<file path="config.mk">
export PLATFORM = sky130hd
export DESIGN_NAME = prox_sense
export DESIGN_NICKNAME = d
export VERILOG_FILES = /design/src/pkg/prox_pkg.sv /design/src/filter_step.sv /design/src/prox_sense.sv
export SDC_FILE = /design/constraint.sdc
export NUM_CORES = 1
export LEC_CHECK = 0
export BUFFER_PORTS_ARGS = -buffer_cell sky130_fd_sc_hd__buf_4
export CORE_ASPECT_RATIO = 1.1
export CORE_MARGIN = 8
export CORE_UTILIZATION = 35
export DETAILED_ROUTE_END_ITERATION = 6
export PLACE_DENSITY_LB_ADDON = 0.12
export SETUP_SLACK_MARGIN = 0.3
export SLEW_MARGIN = 10
export SYNTH_ARGS = -nofsm -noshare
export SYNTH_HDL_FRONTEND = slang
export SYNTH_SLANG_ARGS = --single-unit
export TNS_END_PERCENT = 1
</file>
<file path="constraint.sdc">
create_clock -name CLOCK_I -period 11.1 [get_ports CLOCK_I]
set_input_delay 1.11 -clock CLOCK_I [delete_from_list [all_inputs] [get_ports CLOCK_I]]
set_output_delay 1.11 -clock CLOCK_I [all_outputs]
set_load 0.05 [all_outputs]
</file>
<file path="src/pkg/prox_pkg.sv">
package prox_pkg;

    // Register word indices
    localparam logic [3:0] IDX_CTRL    = 4'h0;
    localparam logic [3:0] IDX_SCAN    = 4'h1;
    localparam logic [3:0] IDX_COMPPRD = 4'h2;
    localparam logic [3:0] IDX_STUCK   = 4'h3;
    localparam logic [3:0] IDX_FILT    = 4'h4;
    localparam logic [3:0] IDX_UPLIM   = 4'h5;
    localparam logic [3:0] IDX_DNLIM   = 4'h6;
    localparam logic [3:0] IDX_DEB     = 4'h7;
    localparam logic [3:0] IDX_THRESH  = 4'h8;
    localparam logic [3:0] IDX_STATUS  = 4'h9;
    localparam logic [3:0] IDX_RAW     = 4'hA;
    localparam logic [3:0] IDX_USEFUL  = 4'hB;
    localparam logic [3:0] IDX_AVG     = 4'hC;
    localparam logic [3:0] IDX_DIFF    = 4'hD;

    // Control register field positions
    localparam int CTRL_SENSOR   = 0;
    localparam int CTRL_SHIELD   = 1;
    localparam int CTRL_GAIN_LO  = 2;
    localparam int CTRL_BOOST    = 5;
    localparam int CTRL_FREQ_LO  = 6;
    localparam int CTRL_IMMUNITY = 8;
    localparam int CTRL_DONE_EN  = 9;
    localparam int CTRL_COMP_REQ = 15;

    // Status register field positions
    localparam int STAT_NEAR    = 0;
    localparam int STAT_CONV    = 1;
    localparam int STAT_PENDING = 2;

    // Filter and debounce field positions
    localparam int FILT_RAW_LO = 0;
    localparam int FILT_UP_LO  = 4;
    localparam int FILT_DN_LO  = 8;
    localparam int DEB_UP_LO   = 0;
    localparam int DEB_DN_LO   = 8;

    // Reset values
    localparam logic [3:0]  RST_RAW_COEF = 4'h8;
    localparam logic [3:0]  RST_UP_COEF  = 4'hE;
    localparam logic [3:0]  RST_DN_COEF  = 4'h8;
    localparam logic [11:0] RST_UP_LIM   = 12'h0FF;
    localparam logic [11:0] RST_DN_LIM   = 12'h0FF;
    localparam logic [7:0]  RST_DEB      = 8'h03;
    localparam logic [11:0] RST_THRESH   = 12'h040;

    // Coefficients are in sixteenths
    localparam int          COEF_SHIFT = 4;
    localparam logic [4:0]  COEF_ONE   = 5'h10;

    // Scan tick timing
    localparam int CLK_PERIOD_NS = 100;
    localparam int TICK_NS       = 100000;
    localparam int TICK_CYC      = TICK_NS / CLK_PERIOD_NS;
    localparam logic [9:0] TICK_LAST = 10'(TICK_CYC - 1);

    typedef enum logic [2:0] {
        S_IDLE,
        S_ARB,
        S_COMP,
        S_MEAS,
        S_USEFUL,
        S_AVG,
        S_DIFF,
        S_STAT
    } fsm_t;

    // Settings handed to the analogue front end
    typedef struct packed {
        logic       sensor_pin_select;
        logic       shield_pin_select;
        logic [2:0] sense_gain;
        logic       gain_boost;
        logic [1:0] sense_frequency;
        logic       noise_immunity_mode;
    } afe_cfg_t;

endpackage : prox_pkg

</file>
<file path="src/filter_step.sv">
`timescale 1ns/1ps
module filter_step
    import prox_pkg::*;
(
    input  wire logic [11:0] sample_i,
    input  wire logic [11:0] prev_i,
    input  wire logic [3:0]  coef_i,
    output logic      [11:0] out_o
);

    logic [17:0] sum;
    logic [4:0]  coef_new;

    // out = (1 - c) * sample + c * prev, c in sixteenths
    // Operands are widened first so no product bit is lost
    always_comb
    begin
        coef_new = COEF_ONE - {1'b0, coef_i};
        sum      = {6'h00, prev_i} * {14'h0000, coef_i}
                 + {6'h00, sample_i} * {13'h0000, coef_new};
        out_o    = sum[COEF_SHIFT +: 12];
    end

endmodule : filter_step

</file>
<file path="src/prox_sense.sv">
// Functional notes
// Sensor select: top layer or external pin
// Boost raises gain, external sensor only
// Shield select: bottom layer or external pin
// Five sources set pending; cleared after compensation
// Nonzero scan interval enable requests compensation
// Host may request compensation anytime
// Average drift past limit requests compensation
// Periodic compensation at programmed interval
// Long near state requests compensation
// Compensation runs only at scan start
// Raw sample is 12-bit, ADC shared
// Scan updates raw, useful, average, delta, flag
// Conversion active held during operation
// Raw update starts AFE, compensation first
// Useful value is first-order low-pass
// Up/down drift limits with own debounce
// Separate up/down average coefficients
// Average frozen while near
// Near flag compares delta with threshold
// Gain, frequency, immunity passed to AFE
// Delta is useful minus average
// Dedicated threshold; flag one means near
// Zero scan interval: no operation
// Compensation done signal with enable
// Filters restart from first compensated sample
// Debounce counts consecutive scans, resets inside
//
// Chosen here: the register addresses and strobed register access.
`timescale 1ns/1ps
module prox_sense
    import prox_pkg::*;
(
    input  wire logic        CLOCK_I,
    input  wire logic        RST_B_I,
    input  wire logic        CE_I,
    input  wire logic [3:0]  ADDR_I,
    input  wire logic [15:0] WDATA_I,
    input  wire logic        WR_I,
    input  wire logic        RD_I,
    output logic      [15:0] RDATA_O,
    input  wire logic        ADC_GRANT_I,
    output logic             ADC_REQ_O,
    output logic             AFE_COMP_O,
    output logic             AFE_START_O,
    input  wire logic        AFE_READY_I,
    input  wire logic [11:0] AFE_DATA_I,
    output afe_cfg_t         AFE_CFG_O,
    output logic             NEAR_O,
    output logic             CONV_ACTIVE_O,
    output logic             COMP_DONE_O
);

    typedef struct packed {
        fsm_t        fsm;
        afe_cfg_t    cfg;
        afe_cfg_t    afe_out;
        logic        done_en;
        logic [7:0]  scan_interval;
        logic [7:0]  periodic_comp_interval;
        logic [7:0]  near_stuck_timeout;
        logic [3:0]  raw_filter_coef;
        logic [3:0]  avg_up_coef;
        logic [3:0]  avg_down_coef;
        logic [11:0] avg_up_limit;
        logic [11:0] avg_down_limit;
        logic [7:0]  avg_up_debounce;
        logic [7:0]  avg_down_debounce;
        logic [11:0] near_threshold;
        logic [9:0]  tick_cnt;
        logic [7:0]  scan_cnt;
        logic        comp_pending_flag;
        logic        first;
        logic [11:0] raw_sample;
        logic [11:0] filtered_sample;
        logic [11:0] env_average;
        logic [11:0] base;
        logic [12:0] user_delta;
        logic        near_flag;
        logic        conversion_active;
        logic        adc_req;
        logic        afe_comp;
        logic        afe_start;
        logic [7:0]  up_deb_cnt;
        logic [7:0]  dn_deb_cnt;
        logic [7:0]  prd_cnt;
        logic [7:0]  stuck_cnt;
        logic        done_pulse;
        logic [15:0] rdata;
        logic        ready_s1;
        logic        ready_s2;
        logic        ready_s3;
        logic [11:0] data_s1;
        logic [11:0] data_s2;
    } st_t;

    st_t         r;
    st_t         next_r;
    logic [11:0] useful_f;
    logic [11:0] avg_f;
    logic [3:0]  avg_coef;

    assign avg_coef = (r.filtered_sample >= r.env_average) ?
                      r.avg_up_coef : r.avg_down_coef;

    filter_step u_useful_filt (
        .sample_i (r.raw_sample),
        .prev_i   (r.filtered_sample),
        .coef_i   (r.raw_filter_coef),
        .out_o    (useful_f)
    );

    filter_step u_avg_filt (
        .sample_i (r.filtered_sample),
        .prev_i   (r.env_average),
        .coef_i   (avg_coef),
        .out_o    (avg_f)
    );

    always_comb
    begin
        logic        wake;
        logic        req;
        logic        ready_rise;
        logic        up_over;
        logic        dn_over;
        logic        near_new;
        logic [11:0] drift;
        wake       = 1'b0;
        req        = 1'b0;
        ready_rise = 1'b0;
        near_new   = 1'b0;
        drift      = 12'h000;
        up_over    = 1'b0;
        dn_over    = 1'b0;
        next_r     = r;
        // Front end ready and data pass two flip-flops
        next_r.ready_s1 = AFE_READY_I;
        next_r.ready_s2 = r.ready_s1;
        next_r.ready_s3 = r.ready_s2;
        next_r.data_s1  = AFE_DATA_I;
        next_r.data_s2  = r.data_s1;
        ready_rise = r.ready_s2 & ~r.ready_s3;
        next_r.done_pulse = 1'b0;
        next_r.rdata      = 16'h0000;

        // Register writes
        if (WR_I)
        begin
            case (ADDR_I)
                IDX_CTRL:
                begin
                    next_r.cfg.sensor_pin_select   = WDATA_I[CTRL_SENSOR];
                    next_r.cfg.shield_pin_select   = WDATA_I[CTRL_SHIELD];
                    next_r.cfg.sense_gain  = WDATA_I[CTRL_GAIN_LO +: 3];
                    next_r.cfg.gain_boost  = WDATA_I[CTRL_BOOST];
                    next_r.cfg.sense_frequency = WDATA_I[CTRL_FREQ_LO +: 2];
                    next_r.cfg.noise_immunity_mode = WDATA_I[CTRL_IMMUNITY];
                    next_r.done_en = WDATA_I[CTRL_DONE_EN];
                    if (WDATA_I[CTRL_COMP_REQ])
                        req = 1'b1;
                end
                IDX_SCAN:
                begin
                    next_r.scan_interval = WDATA_I[7:0];
                    if (r.scan_interval == 8'h00 && WDATA_I[7:0] != 8'h00)
                        req = 1'b1;
                end
                IDX_COMPPRD: next_r.periodic_comp_interval = WDATA_I[7:0];
                IDX_STUCK:   next_r.near_stuck_timeout = WDATA_I[7:0];
                IDX_FILT:
                begin
                    next_r.raw_filter_coef = WDATA_I[FILT_RAW_LO +: 4];
                    next_r.avg_up_coef     = WDATA_I[FILT_UP_LO +: 4];
                    next_r.avg_down_coef   = WDATA_I[FILT_DN_LO +: 4];
                end
                IDX_UPLIM:  next_r.avg_up_limit   = WDATA_I[11:0];
                IDX_DNLIM:  next_r.avg_down_limit = WDATA_I[11:0];
                IDX_DEB:
                begin
                    next_r.avg_up_debounce   = WDATA_I[DEB_UP_LO +: 8];
                    next_r.avg_down_debounce = WDATA_I[DEB_DN_LO +: 8];
                end
                IDX_THRESH: next_r.near_threshold = WDATA_I[11:0];
                default: ;
            endcase
        end

        // Scan timer; a zero interval keeps the block asleep
        if (r.scan_interval == 8'h00)
        begin
            next_r.tick_cnt = 10'h000;
            next_r.scan_cnt = 8'h00;
        end
        else if (r.tick_cnt == TICK_LAST)
        begin
            next_r.tick_cnt = 10'h000;
            if (r.scan_cnt >= r.scan_interval - 8'h01)
            begin
                next_r.scan_cnt = 8'h00;
                wake = 1'b1;
            end
            else
                next_r.scan_cnt = r.scan_cnt + 8'h01;
        end
        else
            next_r.tick_cnt = r.tick_cnt + 10'h001;

        // Scan sequence; ticks arriving while busy are dropped
        case (r.fsm)
            S_IDLE:
                if (wake)
                    next_r.fsm = S_ARB;
            S_ARB:
                if (ADC_GRANT_I)
                    next_r.fsm = r.comp_pending_flag ?
                                 S_COMP : S_MEAS;
            S_COMP:
                if (ready_rise)
                begin
                    next_r.comp_pending_flag = 1'b0;
                    next_r.first      = 1'b1;
                    next_r.up_deb_cnt = 8'h00;
                    next_r.dn_deb_cnt = 8'h00;
                    next_r.prd_cnt    = 8'h00;
                    next_r.stuck_cnt  = 8'h00;
                    next_r.done_pulse = r.done_en;
                    next_r.fsm        = S_MEAS;
                end
            S_MEAS:
                if (ready_rise)
                begin
                    next_r.raw_sample = r.data_s2;
                    next_r.fsm        = S_USEFUL;
                end
            S_USEFUL:
            begin
                next_r.filtered_sample = r.first ?
                                         r.raw_sample : useful_f;
                next_r.fsm = S_AVG;
            end
            S_AVG:
            begin
                if (r.first)
                begin
                    next_r.env_average = r.filtered_sample;
                    next_r.base        = r.filtered_sample;
                    next_r.first       = 1'b0;
                end
                else if (!r.near_flag)
                    next_r.env_average = avg_f;
                next_r.fsm = S_DIFF;
            end
            S_DIFF:
            begin
                next_r.user_delta = {1'b0, r.filtered_sample}
                                  - {1'b0, r.env_average};
                if (r.env_average > r.base)
                begin
                    drift   = r.env_average - r.base;
                    up_over = drift > r.avg_up_limit;
                end
                else
                begin
                    drift   = r.base - r.env_average;
                    dn_over = drift > r.avg_down_limit;
                end
                if (up_over)
                begin
                    if (r.up_deb_cnt >= r.avg_up_debounce)
                    begin
                        req = 1'b1;
                        next_r.up_deb_cnt = 8'h00;
                    end
                    else
                        next_r.up_deb_cnt = r.up_deb_cnt + 8'h01;
                end
                else
                    next_r.up_deb_cnt = 8'h00;
                if (dn_over)
                begin
                    if (r.dn_deb_cnt >= r.avg_down_debounce)
                    begin
                        req = 1'b1;
                        next_r.dn_deb_cnt = 8'h00;
                    end
                    else
                        next_r.dn_deb_cnt = r.dn_deb_cnt + 8'h01;
                end
                else
                    next_r.dn_deb_cnt = 8'h00;
                next_r.fsm = S_STAT;
            end
            S_STAT:
            begin
                near_new = $signed(r.user_delta)
                         > $signed({1'b0, r.near_threshold});
                next_r.near_flag = near_new;
                if (r.periodic_comp_interval != 8'h00)
                begin
                    if (r.prd_cnt >= r.periodic_comp_interval - 8'h01)
                    begin
                        req = 1'b1;
                        next_r.prd_cnt = 8'h00;
                    end
                    else
                        next_r.prd_cnt = r.prd_cnt + 8'h01;
                end
                if (near_new && r.near_stuck_timeout != 8'h00)
                begin
                    if (r.stuck_cnt >= r.near_stuck_timeout - 8'h01)
                    begin
                        req = 1'b1;
                        next_r.stuck_cnt = 8'h00;
                    end
                    else
                        next_r.stuck_cnt = r.stuck_cnt + 8'h01;
                end
                else
                    next_r.stuck_cnt = 8'h00;
                next_r.fsm = S_IDLE;
            end
            default:
                next_r.fsm = S_IDLE;
        endcase

        // A new request wins over the clear in the same cycle
        if (req)
            next_r.comp_pending_flag = 1'b1;

        next_r.conversion_active = (next_r.fsm != S_IDLE);
        next_r.adc_req   = (next_r.fsm == S_ARB) || (next_r.fsm == S_COMP)
                        || (next_r.fsm == S_MEAS);
        next_r.afe_comp  = (next_r.fsm == S_COMP);
        next_r.afe_start = (next_r.fsm == S_MEAS);
        next_r.afe_out   = next_r.cfg;
        next_r.afe_out.gain_boost = next_r.cfg.gain_boost
                                  & next_r.cfg.sensor_pin_select;

        // Register reads, answered one cycle later
        if (RD_I)
        begin
            case (ADDR_I)
                IDX_CTRL:
                    next_r.rdata = {6'h00, r.done_en,
                                    r.cfg.noise_immunity_mode,
                                    r.cfg.sense_frequency,
                                    r.cfg.gain_boost, r.cfg.sense_gain,
                                    r.cfg.shield_pin_select,
                                    r.cfg.sensor_pin_select};
                IDX_SCAN:    next_r.rdata = {8'h00, r.scan_interval};
                IDX_COMPPRD: next_r.rdata = {8'h00, r.periodic_comp_interval};
                IDX_STUCK:   next_r.rdata = {8'h00, r.near_stuck_timeout};
                IDX_FILT:
                    next_r.rdata = {4'h0, r.avg_down_coef, r.avg_up_coef,
                                    r.raw_filter_coef};
                IDX_UPLIM:   next_r.rdata = {4'h0, r.avg_up_limit};
                IDX_DNLIM:   next_r.rdata = {4'h0, r.avg_down_limit};
                IDX_DEB:
                    next_r.rdata = {r.avg_down_debounce, r.avg_up_debounce};
                IDX_THRESH:  next_r.rdata = {4'h0, r.near_threshold};
                IDX_STATUS:
                    next_r.rdata = {13'h0000, r.comp_pending_flag,
                                    r.conversion_active, r.near_flag};
                IDX_RAW:     next_r.rdata = {4'h0, r.raw_sample};
                IDX_USEFUL:  next_r.rdata = {4'h0, r.filtered_sample};
                IDX_AVG:     next_r.rdata = {4'h0, r.env_average};
                IDX_DIFF:
                    next_r.rdata = {{3{r.user_delta[12]}}, r.user_delta};
                default:     next_r.rdata = 16'h0000;
            endcase
        end
    end

    always_ff @(posedge CLOCK_I)
    begin
        if (!RST_B_I)
        begin
            r <= '0;
            r.raw_filter_coef   <= RST_RAW_COEF;
            r.avg_up_coef       <= RST_UP_COEF;
            r.avg_down_coef     <= RST_DN_COEF;
            r.avg_up_limit      <= RST_UP_LIM;
            r.avg_down_limit    <= RST_DN_LIM;
            r.avg_up_debounce   <= RST_DEB;
            r.avg_down_debounce <= RST_DEB;
            r.near_threshold    <= RST_THRESH;
        end
        else if (CE_I)
            r <= next_r;
    end

    assign RDATA_O       = r.rdata;
    assign ADC_REQ_O     = r.adc_req;
    assign AFE_COMP_O    = r.afe_comp;
    assign AFE_START_O   = r.afe_start;
    assign AFE_CFG_O     = r.afe_out;
    assign NEAR_O        = r.near_flag;
    assign CONV_ACTIVE_O = r.conversion_active;
    assign COMP_DONE_O   = r.done_pulse;
endmodule : prox_sense

</file>
-- Word-level counts from Yosys, hierarchy flattened
Index checks and enable logic that the tools add are counted.
- flip-flop bits (word level): 264
- input bits: 39
- memories: 0
- latch bits: 0
- word-level logic and storage cells: 197
- RAM bits: 0
- output and inout bits: 31
- memory bits (read-only): 0
- mux-type cells: 54
- div/mod/pow operators: 0
- order comparisons: 10
- multiply operators: 4
- shift-type cells: 0
- reduce and logical (&&, ||, !) cells: 38
- add/subtract/negate cells: 16
- bitwise operators: 3
- eq/ne operators: 27
- operator list (operator ; number):
    case mux 16 bit (14 select lines) ; 1
    2-to-1 mux 8 bit ; 10
    case mux 16 bit (2 select lines) ; 2
    AND reduction 3 bit ; 16
    adder 8 x 1 -> 8 bit (second input constant) ; 5
    >= comparator 8 bit ; 5
    greater-than comparator 12 bit ; 3
    2-to-1 mux 12 bit ; 3
    2-to-1 mux 33 bit ; 1
    adder 16 bit ; 2
    multiplier 12 x 4 -> 16 bit ; 2
    multiplier 12 x 5 -> 16 bit ; 2
    == test 4 bit (second input constant) ; 6
    case mux 3 bit (8 select lines) ; 1
    nonzero test 8 bit ; 3
    subtractor 12 bit ; 2
    subtractor 8 x 1 -> 8 bit (second input constant) ; 3
    2-to-1 mux 1 bit ; 22
    2-to-1 mux 18 bit ; 1
    2-to-1 mux 9 bit ; 2
    == test 4 x 3 -> 1 bit (second input constant) ; 4
    2-to-1 mux 16 bit ; 1
    greater-than comparator 13 bit ; 1
    subtractor 12 x 12 -> 13 bit ; 1
    other kinds (27) ; 53

-- Longest topological paths before layout
- word-level depth: 12
- mapped depth: 32
- depth with buffers taken out: 29

-- By module
From an unflattened synthesis, not the netlist that was laid out.
- cells, all modules: 2653
- area total of the unflattened synthesis: 22033.6 um2
- modules (own cells, without submodules) (module ; area each (um2) ; instances ; sequential area each (um2) ; cells an instance):
    prox_sense ; 15371.0 ; 1 ; 5285.1 ; 1855
    filter_step at u_avg_filt ; 3340.7 ; 1 ; 0.0 ; 399
    filter_step at u_useful_filt ; 3321.9 ; 1 ; 0.0 ; 399

-- Least setup slack after synthesis
OpenSTA, ideal clock, no wires.
- kind: reg2reg
- start point: register r[118] in the netlist's numbering
- end point: register r[114] in the netlist's numbering
- cell stages (with the launch flop): 32
- clock period less this slack: 6.971 ns
- required time: 11.019 ns
- library setup time: 0.081 ns
- slack: 4.129 ns
- arrival time: 6.890 ns
- buffers on the path: 3
- path through: dfxtp_1 clkbuf_1 inv_1 ha_1 nand2b_1 a21o_1 a21oi_1 mux2_2 nand2_1 clkbuf_1 inv_1 ha_1 xor2_1 clkbuf_1 nand2b_1 fa_1 fa_1 inv_1 fa_1 inv_1 fa_1 inv_1 ha_1 nand2_1 nand2_1 nand2_1 nand2b_1 a21oi_1 a21boi_1 or4_1 a21o_1 a41oi_1
- longest elaborated chain between the ends: 7
- elaborated cells on any way between the ends: 8
- those cells by class: add/sub: 2; mul: 2; order compare: 1; mux: 3
- ends and longest elaborated chain (element ; RTL line ; RTL):
    start: declaration ; prox_sense.sv:97 ; st_t r;
    start signal: assignment ; prox_sense.sv:390 ; r <= next_r;
    >= comparator 12 bit ; prox_sense.sv:103 ; assign avg_coef = (r.filtered_sample >= r.env_average) ?
    2-to-1 mux 4 bit ; prox_sense.sv:103 ;
    subtractor 5 x 4 -> 5 bit ; filter_step.sv:18 ; coef_new = COEF_ONE - {1'b0, coef_i};
    multiplier 12 x 5 -> 16 bit ; filter_step.sv:20 ; + {6'h00, sample_i} * {13'h0000, coef_new};
    adder 16 bit * ; filter_step.sv:20 ;
    2-to-1 mux 12 bit * ; prox_sense.sv:250 ; else if (!r.near_flag)
    2-to-1 mux 12 bit * ; prox_sense.sv:244 ; if (r.first)
Mark *: on every way between the ends. The rest lies on a longest branch, timed or not. The select of a mux whose other input is x is not followed.
A chain may end at the register's enable or synchronous reset.

-- Final worst setup path
- start point: register r[116] in the netlist's numbering
- end point: register r[114] in the netlist's numbering
Same word-level chain as after synthesis.

==> impl_metrics.toml <==
[final_layout]
fillers = 6375
final_net_count = 3001
finalInstanceArea_mm2 = 0.0244
layout-drive-gt1-share = 0.0708
num_antenna_cells = 0
synthToLayoutAreaGrowth_pct = 10.5

[route]
drtAntennaViolNets = 0
iteration_0_drc_count_of_the_detailed_router = 1136
routed_via_density = 5.29
first_pass_iters = 6
wl_um = 74000
number_of_vias_after_detailed_routing = 18453
drc_errors = 0
wire_length_per_cell_after_detailed_routing_um = 21.2

[timing]
final_worst_clock_skew_ns = 0.0123
setup_viol = 0
timing.hold.ws_ns = 0.475
maxClockFrequency_ghz = 0.120
final.setup.worst_slack_ns = 2.78
fin_crit_ns = 8.32
report.final.hold_viol_count = 0
final_max_slew_viol_count = 0
grt_setup_unrepaired = "false"
totalNegativeSetupSlack_ns = 0
fin_crit_sh = 0.749
tightestPinTransition_ns = 1.28
slew_headroom = 0.142

[cts]
postCtsResizedCells = 0
post_cts_buffers = 0
ctsLongestPathBuffers = 3
later_pin_clock_latency_in_the_skew_report_ns = 0.54
clkTransAtPathRegs_ns = 0.06
root_buffer = "sky130_fd_sc_hd__clkbuf_16"
tritoncts = "built"
cts.htree.levels = 2
cts_hold_buffers = 0
cts-buffers-inserted = 35
cts.sinks = 264

[global_route]
grt_start_max_net_pins = 104
grt_overflow = 0
first_pass_grt_wire_length_um = 114000
track_usage = 0.204
number_of_global_route_vias_before_repair = 18705
grt_antenna_before_repair = 1

[logic_synthesis]
synth_fp_nets = 3017
synthFlopType = "sky130_fd_sc_hd__dfxtp_1"
yosys.area.top_type_share = 0.239
number_of_synthesized_flops_with_an_enable_pin = 0
syn_area_mm2 = 0.0221
post-synth-top-count-cell = "sky130_fd_sc_hd__nand2_1"
ys_async_sr_fraction = 0
syn-mean-instance-area_um2 = 8.34
yosysWarnings = 0
yosys.cell_types.count = 82
synth_commonest_cells = "sky130_fd_sc_hd__nand2_1, sky130_fd_sc_hd__inv_1, sky130_fd_sc_hd__dfxtp_1"
synthCells = 2651
synth-seq-cells = 264
synth_seq_area_share = 0.239
synth_top_cell_by_area = "sky130_fd_sc_hd__dfxtp_1"
synth.top_cells.by_area = "sky130_fd_sc_hd__dfxtp_1, sky130_fd_sc_hd__fa_1, sky130_fd_sc_hd__ha_1"

[floorplan]
std_cell_rows = 96
core-area_mm2 = 0.0625
die_width_um = 256
initial_utilization = 0.354
design.die.area_mm2 = 0.0715
ioPinCount = 70
die-height_um = 280

[hold_path]
hold_end = "r[169]"
hold_depth = 2
worstHoldStart = "r[169]"
hold_path_class = "reg -> reg"

[power_and_ir_drop]
power.switching_mw = 0.712
net_switching_fraction_of_the_power = 0.286
design_internal_power_mw = 1.78
power_per_cell_area_mw_per_mm2 = 102
power_frac_clock = 0.457
seq_power_share = 0.393
report.power.total_mw = 2.49
power.leakage_nw = 11.0
comb_power_share = 0.150
ir_worst_vdd_v = 0.0000797

[placement]
gp_routability_congestion = 0.900
placed_cell_area_mm2 = 0.0233
dp_slack_ns = 2.78
dp_hpwl_um = 56400
io_buffers = 69

[run_status]
result_of_the_run = "finished clean"

[critical_path]
cp_max_fo = 23
reg2reg_from = "r[116]"
rr_worst_depth = 28
critical-path-slowest-cell = "sky130_fd_sc_hd__nor2b_1"
critical-path-top-delay-family = "adder cells"
worst-path-buf-inv = 5
register_to_register_path_setup_slack_ns = 2.78
max_stage_delay_ns = 0.67
classification_of_the_worst_setup_path = "reg -> reg"
timing.critical_path.to_type = "flip-flop"
rr_endpoint = "r[114]"
worst-endpoint-arrival_ns = 8.78
critical_path_required_time_ns = 11.57
timing.critical_path.from_type = "flip-flop"

[run]
max_cap_viol_count = 0
[stage by stage]
stage               std cells  utilization
floorplan                2651            -
detailed placement       3431        0.373
finish                   3490        0.391
CTS                      3490        0.391
global placement         3431        0.373
global route             3490        0.391
[per-layer routing]
metal	global-route usage	wire length (µm)	vias to the layer above
met5	0	0	-
met4	0.0700	2410	0
met3	0.0240	2950	116
met2	0.364	36800	455
met1	0.253	31800	9022
li1	-	-	8860
[cell usage in the layout, fill, tap and decap left out, types with 27 or more instances in the layout]
master	n
sky130_fd_sc_hd__buf_4	105
sky130_fd_sc_hd__clkbuf_16	35
sky130_fd_sc_hd__inv_1	295
sky130_fd_sc_hd__a21boi_0	68
sky130_fd_sc_hd__nor2_1	101
sky130_fd_sc_hd__o21a_1	27
sky130_fd_sc_hd__a21o_1	42
sky130_fd_sc_hd__xor2_1	35
sky130_fd_sc_hd__dfxtp_1	264
sky130_fd_sc_hd__and3_1	31
sky130_fd_sc_hd__xnor2_1	44
sky130_fd_sc_hd__a21oi_1	75
sky130_fd_sc_hd__nand2_1	364
sky130_fd_sc_hd__nand3_1	63
sky130_fd_sc_hd__nor3_1	35
sky130_fd_sc_hd__fa_1	153
sky130_fd_sc_hd__and2_1	103
sky130_fd_sc_hd__ha_1	174
sky130_fd_sc_hd__mux2i_1	78
sky130_fd_sc_hd__nand2b_1	27
sky130_fd_sc_hd__nor2b_1	126
sky130_fd_sc_hd__a22oi_1	34
sky130_fd_sc_hd__o211ai_1	32
sky130_fd_sc_hd__o21ai_0	67
[cell type report]
class,instances,area (µm²),share of cell area
repair buffers,106,800,0.0327
clock buffers,51,1020,0.0416
well taps,833,1040,0.0427
inverters,296,1110,0.0455
clock inverters,8,106,0.00435
flip-flops and latches,264,5290,0.216
multi-input cells,1932,15100,0.617
[cell families (layout without fill, tap and decap cells)]
logic type,Yosys count,count (layout),synth area share
xor+xnor,79,79,0.0313
simple gates,932,932,0.209
compound gates,510,510,0.164
flops,264,264,0.239
mux,84,84,0.0384
buf+inv,455,461,0.0817
fa+ha+maj,327,327,0.237
[worst reg2reg max path, delay by kind of cell, from the launching register on]
family	cells	cell delay, ns
AOI/OAI and AO/OA	7	1.65
adders and majority gates	7	3.17
buffers and inverters	5	0.60
DFF	1	0.48
and+or+nand+nor	9	2.34
[power groups by stage]
stage | clock network, mW | registers (mW) | logic, mW
after floorplan | 0 | 0.991 | 0.258
after global placement | 0 | 0.997 | 0.370
after detailed placement | 0 | 0.998 | 0.375
after CTS | 1.17 | 0.977 | 0.376
after global routing | 1.20 | 0.979 | 0.411
final | 1.14 | 0.977 | 0.374
[flip-flops by register name, indices dropped and copies added (netlist names)]
register,count
next_r,14
RDATA_O,16
r,219
AFE_CFG_O,9
ADC_REQ_O,1
AFE_COMP_O,1
CONV_ACTIVE_O,1
NEAR_O,1
AFE_START_O,1
COMP_DONE_O,1
[how the worst max path moves through the flow]
| stage | startpoint | endpoint | slack [ns] | depth (start not counted) |
|---|---|---|---|---|
| after floorplan | r[118] | r[114] | 4.13 | 31 |
| after detailed placement | r[116] | r[114] | 2.78 | 28 |
| final | r[116] | r[114] | 2.78 | 28 |
| after global placement | r[123] | r[117] | 2.92 | 26 |
| after global routing | r[122] | r[117] | 2.06 | 26 |
| after CTS | r[116] | r[114] | 2.77 | 28 |
Power figures use the tool's default switching activity.
